[src/hdl/lmp_pkg.sv]
// Purpose: Shared constants for the local memory bus master ports
// Assumes: Single core clock, synchronous active-high reset
// Notes:   Lane 0 of a lane select is the most significant byte lane
package lmp_pkg;

    // ------------------------------------------------------------
    // Widths
    // ------------------------------------------------------------
    localparam int ADDR_W = 32;
    localparam int DATA_W = 32;
    localparam int LANE_W = 4;

    // ------------------------------------------------------------
    // Lane select codes, bit 3 of the vector is lane 0 (MSB lane)
    // ------------------------------------------------------------
    localparam logic [3:0] LANES_NONE = 4'h0;
    localparam logic [3:0] LANES_B3   = 4'h1;
    localparam logic [3:0] LANES_B2   = 4'h2;
    localparam logic [3:0] LANES_B1   = 4'h4;
    localparam logic [3:0] LANES_B0   = 4'h8;
    localparam logic [3:0] LANES_H1   = 4'h3;
    localparam logic [3:0] LANES_H0   = 4'hc;
    localparam logic [3:0] LANES_WORD = 4'hf;

    // ------------------------------------------------------------
    // Transfer sizes and constant outputs of the fetch-side bus port
    // ------------------------------------------------------------
    localparam logic [1:0] SIZE_BYTE = 2'h0;
    localparam logic [1:0] SIZE_HALF = 2'h1;
    localparam logic [1:0] SIZE_WORD = 2'h2;

    localparam logic [31:0] FETCH_WDATA_CONST = 32'h0000_0000;
    localparam logic        FETCH_RNW_CONST   = 1'h1;

    // Port state: idle, or waiting for completion
    typedef enum logic [0:0] {
        LMP_IDLE = 1'h0,
        LMP_WAIT = 1'h1
    } lmp_state_e;

endpackage

[src/hdl/lmp_fetch_port.sv]
// Purpose: Fetch-side local memory bus master port
// Assumes: Memory side answers with fetch_done and read data together
// Notes:   Read only; no lane selects, write data or write strobe
`timescale 1ns/1ps
module lmp_fetch_port (
    // Clock and reset
    input  wire logic        clock,
    input  wire logic        rst,
    // Core side
    input  wire logic        req_valid,
    input  wire logic [31:0] req_addr,
    output logic             req_ready,
    output logic             rsp_valid,
    output logic [31:0]      rsp_data,
    // Local bus side
    output logic [31:0]      fetch_addr,
    output logic             fetch_xfer_strobe,
    output logic             fetch_in_progress,
    input  wire logic [31:0] fetch_rdata,
    input  wire logic        fetch_done
);

    lmp_pkg::lmp_state_e state_ff;
    lmp_pkg::lmp_state_e nxt_state;
    logic [31:0]         addr_ff;
    logic                strobe_ff;
    logic                rdy_ff;
    logic                busy_ff;
    logic                rv_ff;
    logic [31:0]         rd_ff;

    wire idle  = (state_ff == lmp_pkg::LMP_IDLE);
    wire start = idle && req_valid;
    wire fin   = !idle && fetch_done;

    always_comb begin
        case (state_ff)
            lmp_pkg::LMP_IDLE: nxt_state = start ? lmp_pkg::LMP_WAIT : lmp_pkg::LMP_IDLE;
            lmp_pkg::LMP_WAIT: nxt_state = fetch_done ? lmp_pkg::LMP_IDLE : lmp_pkg::LMP_WAIT;
            default:           nxt_state = lmp_pkg::LMP_IDLE;
        endcase
    end

    always_ff @(posedge clock) begin
        if (rst) begin
            state_ff <= lmp_pkg::LMP_IDLE;
            addr_ff  <= 32'h0;
            strobe_ff <= 1'h0;
            rdy_ff   <= 1'h1;
            busy_ff  <= 1'h0;
            rv_ff    <= 1'h0;
            rd_ff    <= 32'h0;
        end else begin
            state_ff <= nxt_state;
            strobe_ff <= start;
            rdy_ff   <= (nxt_state == lmp_pkg::LMP_IDLE);
            busy_ff  <= start || (busy_ff && !fin);
            addr_ff  <= start ? req_addr : 32'h0;
            rv_ff    <= fin;
            if (fin) begin
                rd_ff <= fetch_rdata;
            end
        end
    end

    assign req_ready         = rdy_ff;
    assign rsp_valid         = rv_ff;
    assign rsp_data          = rd_ff;
    assign fetch_addr        = addr_ff;
    assign fetch_xfer_strobe = strobe_ff;
    assign fetch_in_progress = busy_ff;

endmodule // lmp_fetch_port

[src/hdl/lmp_master_ports.sv]
// Purpose: Processor-side master ports of the local memory bus
// Assumes: Core requests are synchronous to clock; one transfer per port
// Notes:   A request is launched registered, so the bus sees it one cycle
//          after it is taken; completion may come in that same cycle
// ------------------------------------------------------------
// ------------------------------------------------------------
`timescale 1ns/1ps
module lmp_master_ports #(
    // Bus geometry; the ports below are fixed at these values
    parameter int ADDR_W = lmp_pkg::ADDR_W,
    parameter int DATA_W = lmp_pkg::DATA_W,
    parameter int LANE_W = lmp_pkg::LANE_W
) (
    // Clock and reset
    input  wire logic        clock,
    input  wire logic        rst,
    // Core data-side request
    input  wire logic        dreq_valid,
    input  wire logic        dreq_write,
    input  wire logic [1:0]  dreq_size,
    input  wire logic [31:0] dreq_addr,
    input  wire logic [31:0] dreq_wdata,
    output logic             dreq_ready,
    output logic             dreq_err,
    output logic             drsp_valid,
    output logic [31:0]      drsp_data,
    // Data-side local bus
    output logic [31:0]      dside_addr,
    output logic [3:0]       dside_lanes,
    output logic [31:0]      dside_wdata,
    output logic             dside_xfer_strobe,
    output logic             dside_rd_strobe,
    output logic             dside_wr_strobe,
    input  wire logic [31:0] dside_rdata,
    input  wire logic        dside_done,
    // Core fetch-side request
    input  wire logic        freq_valid,
    input  wire logic [31:0] freq_addr,
    output logic             freq_ready,
    output logic             frsp_valid,
    output logic [31:0]      frsp_data,
    // Fetch-side local bus
    output logic [31:0]      fetch_addr,
    output logic             fetch_xfer_strobe,
    output logic             fetch_in_progress,
    input  wire logic [31:0] fetch_rdata,
    input  wire logic        fetch_done,
    // Fetch-side peripheral constants
    output logic [31:0]      fetch_pbus_wdata,
    output logic             fetch_pbus_rnw
);

    // ------------------------------------------------------------
    // Geometry check
    // ------------------------------------------------------------
    // Steering and lane decode assume one 32-bit word of four byte
    // lanes; any other geometry is refused here rather than cut down.
    if (ADDR_W != $bits(dside_addr) || DATA_W != $bits(dside_wdata) ||
        LANE_W != $bits(dside_lanes)) begin : g_geometry_bad
        $error("lmp_master_ports supports only a 32-bit bus with four byte lanes");
    end

    // ------------------------------------------------------------
    // Lane decode and steering
    // ------------------------------------------------------------
    // Misaligned or oversized accesses decode to no lanes; the core
    // sees them refused so the bus never carries an odd code.
    function automatic logic [3:0] lane_code(input logic [1:0] sz, input logic [1:0] a);
        logic [3:0] r;
        r = lmp_pkg::LANES_NONE;
        case (sz)
            lmp_pkg::SIZE_BYTE: r = lmp_pkg::LANES_B0 >> a;
            lmp_pkg::SIZE_HALF: r = (a == 2'h0) ? lmp_pkg::LANES_H0 :
                                    (a == 2'h2) ? lmp_pkg::LANES_H1 : lmp_pkg::LANES_NONE;
            lmp_pkg::SIZE_WORD: r = (a == 2'h0) ? lmp_pkg::LANES_WORD : lmp_pkg::LANES_NONE;
            default:            r = lmp_pkg::LANES_NONE;
        endcase
        return r;
    endfunction

    wire [3:0]  req_lanes = lane_code(dreq_size, dreq_addr[1:0]);
    wire        req_bad   = (req_lanes == lmp_pkg::LANES_NONE);
    // Store data replicated so the low bytes sit in every enabled lane
    wire [31:0] wsteer    = (dreq_size == lmp_pkg::SIZE_BYTE) ? {4{dreq_wdata[7:0]}} :
                            (dreq_size == lmp_pkg::SIZE_HALF) ? {2{dreq_wdata[15:0]}} :
                            dreq_wdata;

    // ------------------------------------------------------------
    // Data-side port
    // ------------------------------------------------------------
    lmp_pkg::lmp_state_e dstate_ff;
    lmp_pkg::lmp_state_e nxt_dstate;
    logic [31:0] daddr_ff;
    logic [3:0]  dlanes_ff;
    logic [31:0] dwdata_ff;
    logic        das_ff;
    logic        drd_ff;
    logic        dwr_ff;
    logic        derr_ff;
    logic        drv_ff;
    logic [31:0] drd_data_ff;
    logic [3:0]  held_lanes_ff;
    logic [1:0]  held_size_ff;
    // Ready has a flop of its own so the core sees no decode behind it
    logic        dside_done_ff;

    wire didle   = (dstate_ff == lmp_pkg::LMP_IDLE);
    wire dstart  = didle && dreq_valid && !req_bad;
    // A refused request never reaches the bus; only the error pulse shows it
    wire dreject = didle && dreq_valid && req_bad;
    wire dfin    = !didle && dside_done;

    always_comb begin
        case (dstate_ff)
            lmp_pkg::LMP_IDLE: nxt_dstate = dstart ? lmp_pkg::LMP_WAIT : lmp_pkg::LMP_IDLE;
            lmp_pkg::LMP_WAIT: nxt_dstate = dside_done ? lmp_pkg::LMP_IDLE : lmp_pkg::LMP_WAIT;
            default:           nxt_dstate = lmp_pkg::LMP_IDLE;
        endcase
    end

    // Load data steered down from its lanes into the low bits
    wire [7:0]  rbyte = held_lanes_ff[3] ? dside_rdata[31:24] :
                        held_lanes_ff[2] ? dside_rdata[23:16] :
                        held_lanes_ff[1] ? dside_rdata[15:8]  : dside_rdata[7:0];
    wire [15:0] rhalf = held_lanes_ff[3] ? dside_rdata[31:16] : dside_rdata[15:0];
    wire [31:0] rsteer = (held_size_ff == lmp_pkg::SIZE_BYTE) ? {24'h0, rbyte} :
                         (held_size_ff == lmp_pkg::SIZE_HALF) ? {16'h0, rhalf} :
                         dside_rdata;

    always_ff @(posedge clock) begin
        if (rst) begin
            dstate_ff     <= lmp_pkg::LMP_IDLE;
            das_ff        <= 1'h0;
            drd_ff        <= 1'h0;
            dwr_ff        <= 1'h0;
            daddr_ff      <= 32'h0;
            dlanes_ff     <= lmp_pkg::LANES_NONE;
            dwdata_ff     <= 32'h0;
            derr_ff       <= 1'h0;
            drv_ff        <= 1'h0;
            drd_data_ff   <= 32'h0;
            held_lanes_ff <= lmp_pkg::LANES_NONE;
            held_size_ff  <= lmp_pkg::SIZE_BYTE;
            dside_done_ff     <= 1'h1;
        end else begin
            dstate_ff <= nxt_dstate;
            dside_done_ff <= (nxt_dstate == lmp_pkg::LMP_IDLE);
            das_ff    <= dstart;
            drd_ff    <= (dstart && !dreq_write) || (drd_ff && !dfin);
            dwr_ff    <= (dstart && dreq_write) || (dwr_ff && !dfin);
            // Location and lanes dropped after the first cycle
            daddr_ff  <= dstart ? dreq_addr : 32'h0;
            dlanes_ff <= dstart ? req_lanes : lmp_pkg::LANES_NONE;
            derr_ff   <= dreject;
            drv_ff    <= dfin && drd_ff;
            if (dstart) begin
                dwdata_ff     <= wsteer;
                held_lanes_ff <= req_lanes;
                held_size_ff  <= dreq_size;
            end
            if (dfin && drd_ff) begin
                drd_data_ff <= rsteer;
            end
        end
    end

    assign dreq_ready        = dside_done_ff;
    assign dreq_err          = derr_ff;
    assign drsp_valid        = drv_ff;
    assign drsp_data         = drd_data_ff;
    assign dside_addr        = daddr_ff;
    assign dside_lanes       = dlanes_ff;
    assign dside_wdata       = dwdata_ff;
    assign dside_xfer_strobe = das_ff;
    assign dside_rd_strobe   = drd_ff;
    assign dside_wr_strobe   = dwr_ff;

    // ------------------------------------------------------------
    // Fetch-side port and its peripheral-bus constants
    // ------------------------------------------------------------
    lmp_fetch_port u_fetch (
        .clock             (clock),
        .rst               (rst),
        .req_valid         (freq_valid),
        .req_addr          (freq_addr),
        .req_ready         (freq_ready),
        .rsp_valid         (frsp_valid),
        .rsp_data          (frsp_data),
        .fetch_addr        (fetch_addr),
        .fetch_xfer_strobe (fetch_xfer_strobe),
        .fetch_in_progress (fetch_in_progress),
        .fetch_rdata       (fetch_rdata),
        .fetch_done        (fetch_done)
    );

    // Constants kept as ports so both peripheral ports look alike
    assign fetch_pbus_wdata = lmp_pkg::FETCH_WDATA_CONST;
    assign fetch_pbus_rnw   = lmp_pkg::FETCH_RNW_CONST;

endmodule // lmp_master_ports

[config.mk]
export PLATFORM = sky130hd
export DESIGN_NAME = lmp_master_ports
export DESIGN_NICKNAME = d
export VERILOG_FILES = /design/src/hdl/lmp_pkg.sv /design/src/hdl/lmp_fetch_port.sv /design/src/hdl/lmp_master_ports.sv
export SDC_FILE = /design/constraint.sdc
export NUM_CORES = 1
export LEC_CHECK = 0
export ABC_AREA = 0
export BUFFER_PORTS_ARGS = -buffer_cell sky130_fd_sc_hd__buf_2
export CORE_AREA = 8 8 138 140
export CTS_BUF_LIST = sky130_fd_sc_hd__clkbuf_8
export CTS_CLUSTER_DIAMETER = 200
export DETAILED_ROUTE_END_ITERATION = 6
export DIE_AREA = 0 0 146 148
export HOLD_SLACK_MARGIN = 0.05
export PLACE_DENSITY = 0.73
export SYNTH_ARGS = -nofsm -noshare
export SYNTH_HDL_FRONTEND = slang
export SYNTH_SLANG_ARGS = --single-unit
[constraint.sdc]
create_clock -name clock -period 1.75 [get_ports clock]
set_input_delay 0.175 -clock clock [delete_from_list [all_inputs] [get_ports clock]]
set_output_delay 0.175 -clock clock [all_outputs]
set_load 0.01 [all_outputs]
# After elaboration in Yosys (flattened, before gate mapping)
# Cells that the tools add are included.
dict set report word_totals {
  regBits 182
  out_inout_bits 207
  in_bits 169
  word_cells 74
}
dict set report op_classes {
  n_eq_ne 4
  reduce_logical 25
  bitwise 6
  mux 18
  n_shift 1
}
# operator count
set ops {}
lappend ops {{2-to-1 mux 32 bit} 4}
lappend ops {{2-to-1 mux 8 bit} 3}
lappend ops {{2-to-1 mux 16 bit} 1}
lappend ops {{logical AND 1 bit} 12}
lappend ops {{one-hot mux 4 bit (3 select lines)} 1}
lappend ops {{2-to-1 mux 4 bit} 2}
lappend ops {{logical NOT 2 bit} 3}
lappend ops {{inverter 1 bit} 6}
lappend ops {{== test 2 x 1 -> 1 bit (second input constant)} 2}
lappend ops {{== test 2 bit (second input constant)} 2}
lappend ops {{logical NOT 1 bit} 4}
lappend ops {{logical NOT 4 bit} 1}
lappend ops {{2-to-1 mux 1 bit} 4}
lappend ops {{one-hot mux 1 bit (2 select lines)} 2}
lappend ops {{OR reduction 2 bit} 2}
lappend ops {{right shift 4 x 2 -> 4 bit (first input constant)} 1}
lappend ops {{logical OR 1 bit} 3}
lappend ops {{2-to-1 mux 2 bit} 1}

# Logic depth before layout (Yosys ltp)
dict set report logic_depth {
  ltp_word 10
  depth_mapped 7
  mapped_depth_nobuf 4
}

# Cells and area by module
# From an unflattened synthesis, not the netlist that was laid out.
dict set report hier_totals {
  hier_cells 758
  area_unflattened_um2 7559.8
}
# module seq_area_each_um2 instances area_each_um2 cells_per_inst
set modules_own_cells {}
lappend modules_own_cells {lmp_master_ports 2242.2 1 5124.9 529}
lappend modules_own_cells {lmp_fetch_port 1381.3 1 2434.8 229}

# Worst setup path after synthesis
# OpenSTA, ideal clock, no wires.
dict set report synth_path {
  path_kind {register -> register}
  from {register dstate_ff}
  to {register daddr_ff[10], in the netlist dside_addr[10]}
  setup_time_ns 0.059
  required_ns 1.691
  period_less_slack_ns 1.371
  setup_slack_ns 0.379
  n_path_buf 2
  t_arrival_ns 1.312
  stages_incl_launch_ff 7
  path_cell_list {dfxtp_1 -> nand2b_1 -> or2_2 -> buf_2 -> nor2_4 -> clkbuf_2 -> and2_1}
}
dict set report synth_between {
  elab_chain_len 5
}
# item line_no
set synth_rtl {}
lappend synth_rtl {{start, declared} lmp_master_ports.sv:91} ;# lmp_pkg::lmp_state_e dstate_ff;
lappend synth_rtl {{start signal, assigned} lmp_master_ports.sv:132} ;# dstate_ff <= lmp_pkg::LMP_IDLE;
lappend synth_rtl {{start signal, assigned} lmp_master_ports.sv:146} ;# dstate_ff <= nxt_dstate;
lappend synth_rtl {{inverter 1 bit} lmp_master_ports.sv:107} ;# wire didle = (dstate_ff == lmp_pkg::LMP_IDLE);
lappend synth_rtl {{logical AND 1 bit (2 in series)} lmp_master_ports.sv:108} ;# wire dstart = didle && dreq_valid && !req_bad;
lappend synth_rtl {{inverter 1 bit (no line)} --}
lappend synth_rtl {{OR reduction 2 bit (no line)} --}
lappend synth_rtl {{end signal, assigned} lmp_master_ports.sv:152} ;# daddr_ff <= dstart ? dreq_addr : 32'h0;
lappend synth_rtl {{end, declared} lmp_master_ports.sv:93} ;# logic [31:0] daddr_ff;
# Every way passes these cells.
# A chain may end at the register's enable or synchronous reset.

# Worst setup path in the final report
dict set report layout_path {
  from {input port dreq_size[0]}
  to {register dwdata_ff[13], in the netlist dside_wdata[13]}
}
dict set report layout_between {
  elab_chain_len 5
  elab_cells_between_ends 8
  classes_between {2 x eq/ne; 2 x mux; 4 x reduce/logical}
}
# item line_no
set layout_rtl {}
lappend layout_rtl {{start, declared} lmp_master_ports.sv:20} ;# input wire logic [1:0] dreq_size,
lappend layout_rtl {{== test 2 bit (tied with other cells)} lmp_master_ports.sv:71} ;# case (sz)
lappend layout_rtl {{one-hot mux 4 bit (3 select lines)} lmp_master_ports.sv:71}
lappend layout_rtl {{logical NOT 4 bit} lmp_master_ports.sv:82} ;# wire req_bad = (req_lanes == lmp_pkg::LANES_NONE);
lappend layout_rtl {{logical NOT 1 bit} lmp_master_ports.sv:108}
lappend layout_rtl {{logical AND 1 bit} lmp_master_ports.sv:108}
lappend layout_rtl {{end signal, assigned} lmp_master_ports.sv:157} ;# dwdata_ff <= wsteer;
lappend layout_rtl {{end, declared} lmp_master_ports.sv:95} ;# logic [31:0] dwdata_ff;
# Several ways; a longest one is shown, not always the timed one.

==> impl_metrics.env <==
export IMPL_status="complete, no violations"
export IMPL_antenna_found_initial=3
export IMPL_port_buffer_count=342
export IMPL_worst_setup_path_end_kind="flop"
export IMPL_period_minus_slack_ns=1.65
export IMPL_switching_share_pct=27.4
export IMPL_whs_path_depth=3
export IMPL_syn_inst=653
export IMPL_synth_xor_area_share_pct=0.133
export IMPL_worstReg2RegEnd="drsp_data[4]"
export IMPL_pwr_share_comb_pct=14.7
export IMPL_die_y_um=148
export IMPL_power_frac_seq_pct=51.4
export IMPL_rrSetupSlack_ns=0.17
export IMPL_max_clock_freq_ghz=0.607
export IMPL_start_util_pct=39.0
export IMPL_synth_ff_type="dfxtp_1"
export IMPL_reg2reg_depth=4
export IMPL_start_kind="input pin"
export IMPL_grt_usage_pct=21.5
export IMPL_slew_headroom_pct=54.3
export IMPL_synthAdderAreaFrac_pct=0
export IMPL_drv_cap=0
export IMPL_pre_cts_ws_ns=0.0338
export IMPL_p_switching_mw=2.32
export IMPL_p_int_mw=6.14
export IMPL_cts_tree="yes"
export IMPL_clock_skew_ns=0.0129
export IMPL_peakVddDrop_mv=0.531
export IMPL_syn_avg_cell_area_um2=10.1
export IMPL_seqCellArea_um2=3620
export IMPL_p_leak_nw=5.07
export IMPL_min_from="dside_rdata[7]"
export IMPL_final_common_cell="buf_2"
export IMPL_synth_edf_count=0
export IMPL_fillerInstances=1411
export IMPL_hold_path_end="drsp_data[7]"
export IMPL_final_area_um2=10200
export IMPL_ant_nets=0
export IMPL_cts_inserted_buffers=17
export IMPL_hold_viol_final=0
export IMPL_clk_latency_ns=0.44
export IMPL_vias_per_cell=4.80
export IMPL_ys_warnings_count=0
export IMPL_synth_simple_area_share_pct=15.3
export IMPL_final_cell_mix="342 x buf_2, 181 x dfxtp_1, 139 x dlygate4sd3_1, 71 x and2_1, 55 x nand2_1"
export IMPL_area_growth_pct=54.9
export IMPL_cp_data_arrival_time_ns=2.00
export IMPL_period_share_pct=94.2
export IMPL_post_cts_setup_buffers=0
export IMPL_dieArea_um2=21600
export IMPL_fin_setup_tns_ns=0
export IMPL_setup_violations_final=0
export IMPL_pwr_share_clk_pct=33.9
export IMPL_cts_sinks=181
export IMPL_required_ns=2.10
export IMPL_grt_pass1_vias=6692
export IMPL_drt_iter0_drc=315
export IMPL_synth_compound_area_share_pct=18.2
export IMPL_totalPowerFinal_mw=8.46
export IMPL_cts_reportedPaths_clkPinSlew_ns=0.10
export IMPL_worstReg2RegStart="held_lanes_ff[1]"
export IMPL_post_route_util_pct=60.4
export IMPL_synthDistinctLibCells=43
export IMPL_grt_pass1_wl_um=37200
export IMPL_wl_per_cell_um=17.6
export IMPL_clk_path_buf_depth=2
export IMPL_cp_max_fo=51
export IMPL_multi_input_area_um2=2610
export IMPL_dp_cells=1195
export IMPL_core_region_area_um2=16900
export IMPL_cts_root_buf="clkbuf_8"
export IMPL_maxSlewViolCount=0
export IMPL_dp_hpwl_um=17000
export IMPL_drc=0
export IMPL_die_w_um=146
export IMPL_grt_start_max_net_pins=52
export IMPL_hold_ws_ns=0.0900
export IMPL_synth_top_family_by_area="compound AO/OA/AOI/OAI gates"
export IMPL_grt_overflow_total=0
export IMPL_rsz0062_at_grt="no"
export IMPL_vias=6571
export IMPL_critPathKind="input pin to flop"
export IMPL_power_density_nw_per_um2=827
export IMPL_synth_seq_cells=181
export IMPL_setup_slack_ns=0.102
export IMPL_ios=376
export IMPL_final_nets=1297
export IMPL_synthMuxAreaShare_pct=3.94
export IMPL_totalWireLength_um=24100
export IMPL_place_congestion=0.843
export IMPL_final_layout_size_suffix_gt1_share_pct=35.6
export IMPL_drtPass1Iterations=5
export IMPL_async_flop_share_pct=0
export IMPL_instances_no_fill=1368
export IMPL_cts_htree_levels=4
export IMPL_synth_seq_area_share_pct=54.8
export IMPL_worst_pin_slew_ns=0.684
export IMPL_placementRows=48
export IMPL_placed_cell_area_um2=8440
export IMPL_min_delay_path_class="input pin to flop"
export IMPL_syn_area_um2=6610
[metal layers]
| metal | global-route usage (%) | wire length [um] |
|---|---|---|
| met1 | 23.5 | 9170 |
| met2 | 36.8 | 11900 |
| met3 | 9.02 | 2400 |
| met4 | 8.14 | 594 |
| met5 | 0 | 10 |
[logic make-up after synthesis]
| kind of cell | Yosys count |
|---|---|
| XOR/XNOR | 1 |
| AO/OA/AOI/OAI | 160 |
| flip-flops | 181 |
| other | 2 |
| multiplexers | 26 |
| AND/OR/NAND/NOR | 198 |
| buffers and inverters | 85 |
[repair_timing]
action | CTS | global route
setup endpoints to repair | 0 | 15
endpoints found under the hold margin | 147 | 0
hold buffers | 139 | 0
gates resized for setup | 0 | 1
[flip-flops by register name, summed over array words and instances (netlist names), 2 cells and up]
| signal | count |
|---|---|
| held_size_ff | 2 |
| dside_lanes | 4 |
| drsp_data | 32 |
| dside_wdata | 32 |
| dside_addr | 32 |
| held_lanes_ff | 3 |
| u_fetch.rsp_data | 32 |
| u_fetch.fetch_addr | 32 |
[Yosys cell counts, types with 7 or more instances]
cell,instances,area (um^2)
buf_2,17,85.1
nand2_1,55,206
nor2b_1,10,62.6
and2_1,71,444
a2bb2oi_1,8,70.1
o21ai_0,20,100
clkbuf_1,18,67.6
a221oi_1,7,61.3
a311oi_1,8,70.1
a21oi_1,28,140
buf_4,37,278
a211oi_1,15,113
dfxtp_1,181,3620
mux2i_1,26,260
a22o_1,51,447
nor2_1,44,165
inv_1,8,30.0
[worst max-delay path by stage]
stage / start / end / slack (ns)
floorplan: dstate_ff / dside_addr[10] / 0.38
global placement: dside_rd_strobe / drsp_data[31] / 0.15
detailed placement: dside_rd_strobe / drsp_data[21] / 0.03
CTS: dside_rd_strobe / drsp_data[21] / 0.02
global route: dreq_size[0] / dside_wdata[20] / 0.1
finish: dreq_size[0] / dside_wdata[13] / 0.10
[final cells by class]
type / instances / share of cell area, %
Antenna cell: 2 / 0.0489
Clock buffer: 18 / 2.42
Clock inverter: 14 / 1.52
Inverter: 8 / 0.293
Multi-Input combinational cell: 418 / 25.5
Sequential cell: 181 / 35.4
Tap cell: 225 / 2.75
Timing Repair Buffer: 502 / 32.1
[worst max-delay path, stage by stage]
cell           delay [ns]
dlygate4sd3_1        0.56
buf_2                0.20
nor3_4               0.28
o21ba_2              0.21
buf_12               0.22
nor2_1               0.07
a311oi_1             0.26
[power by group through the flow]
| stage | Combinational [mW] | Sequential, mW | Clock, mW |
|---|---|---|---|
| 2_1_floorplan | 0.476 | 4.50 | 0 |
| 3_3_place_gp | 0.971 | 4.43 | 0 |
| 3_5_place_dp | 0.983 | 4.44 | 0 |
| 4_1_cts | 1.23 | 4.34 | 2.98 |
| 5_1_grt | 1.35 | 4.37 | 3.16 |
| 6_report | 1.25 | 4.35 | 2.87 |
Power figures use the tool's default switching activity.
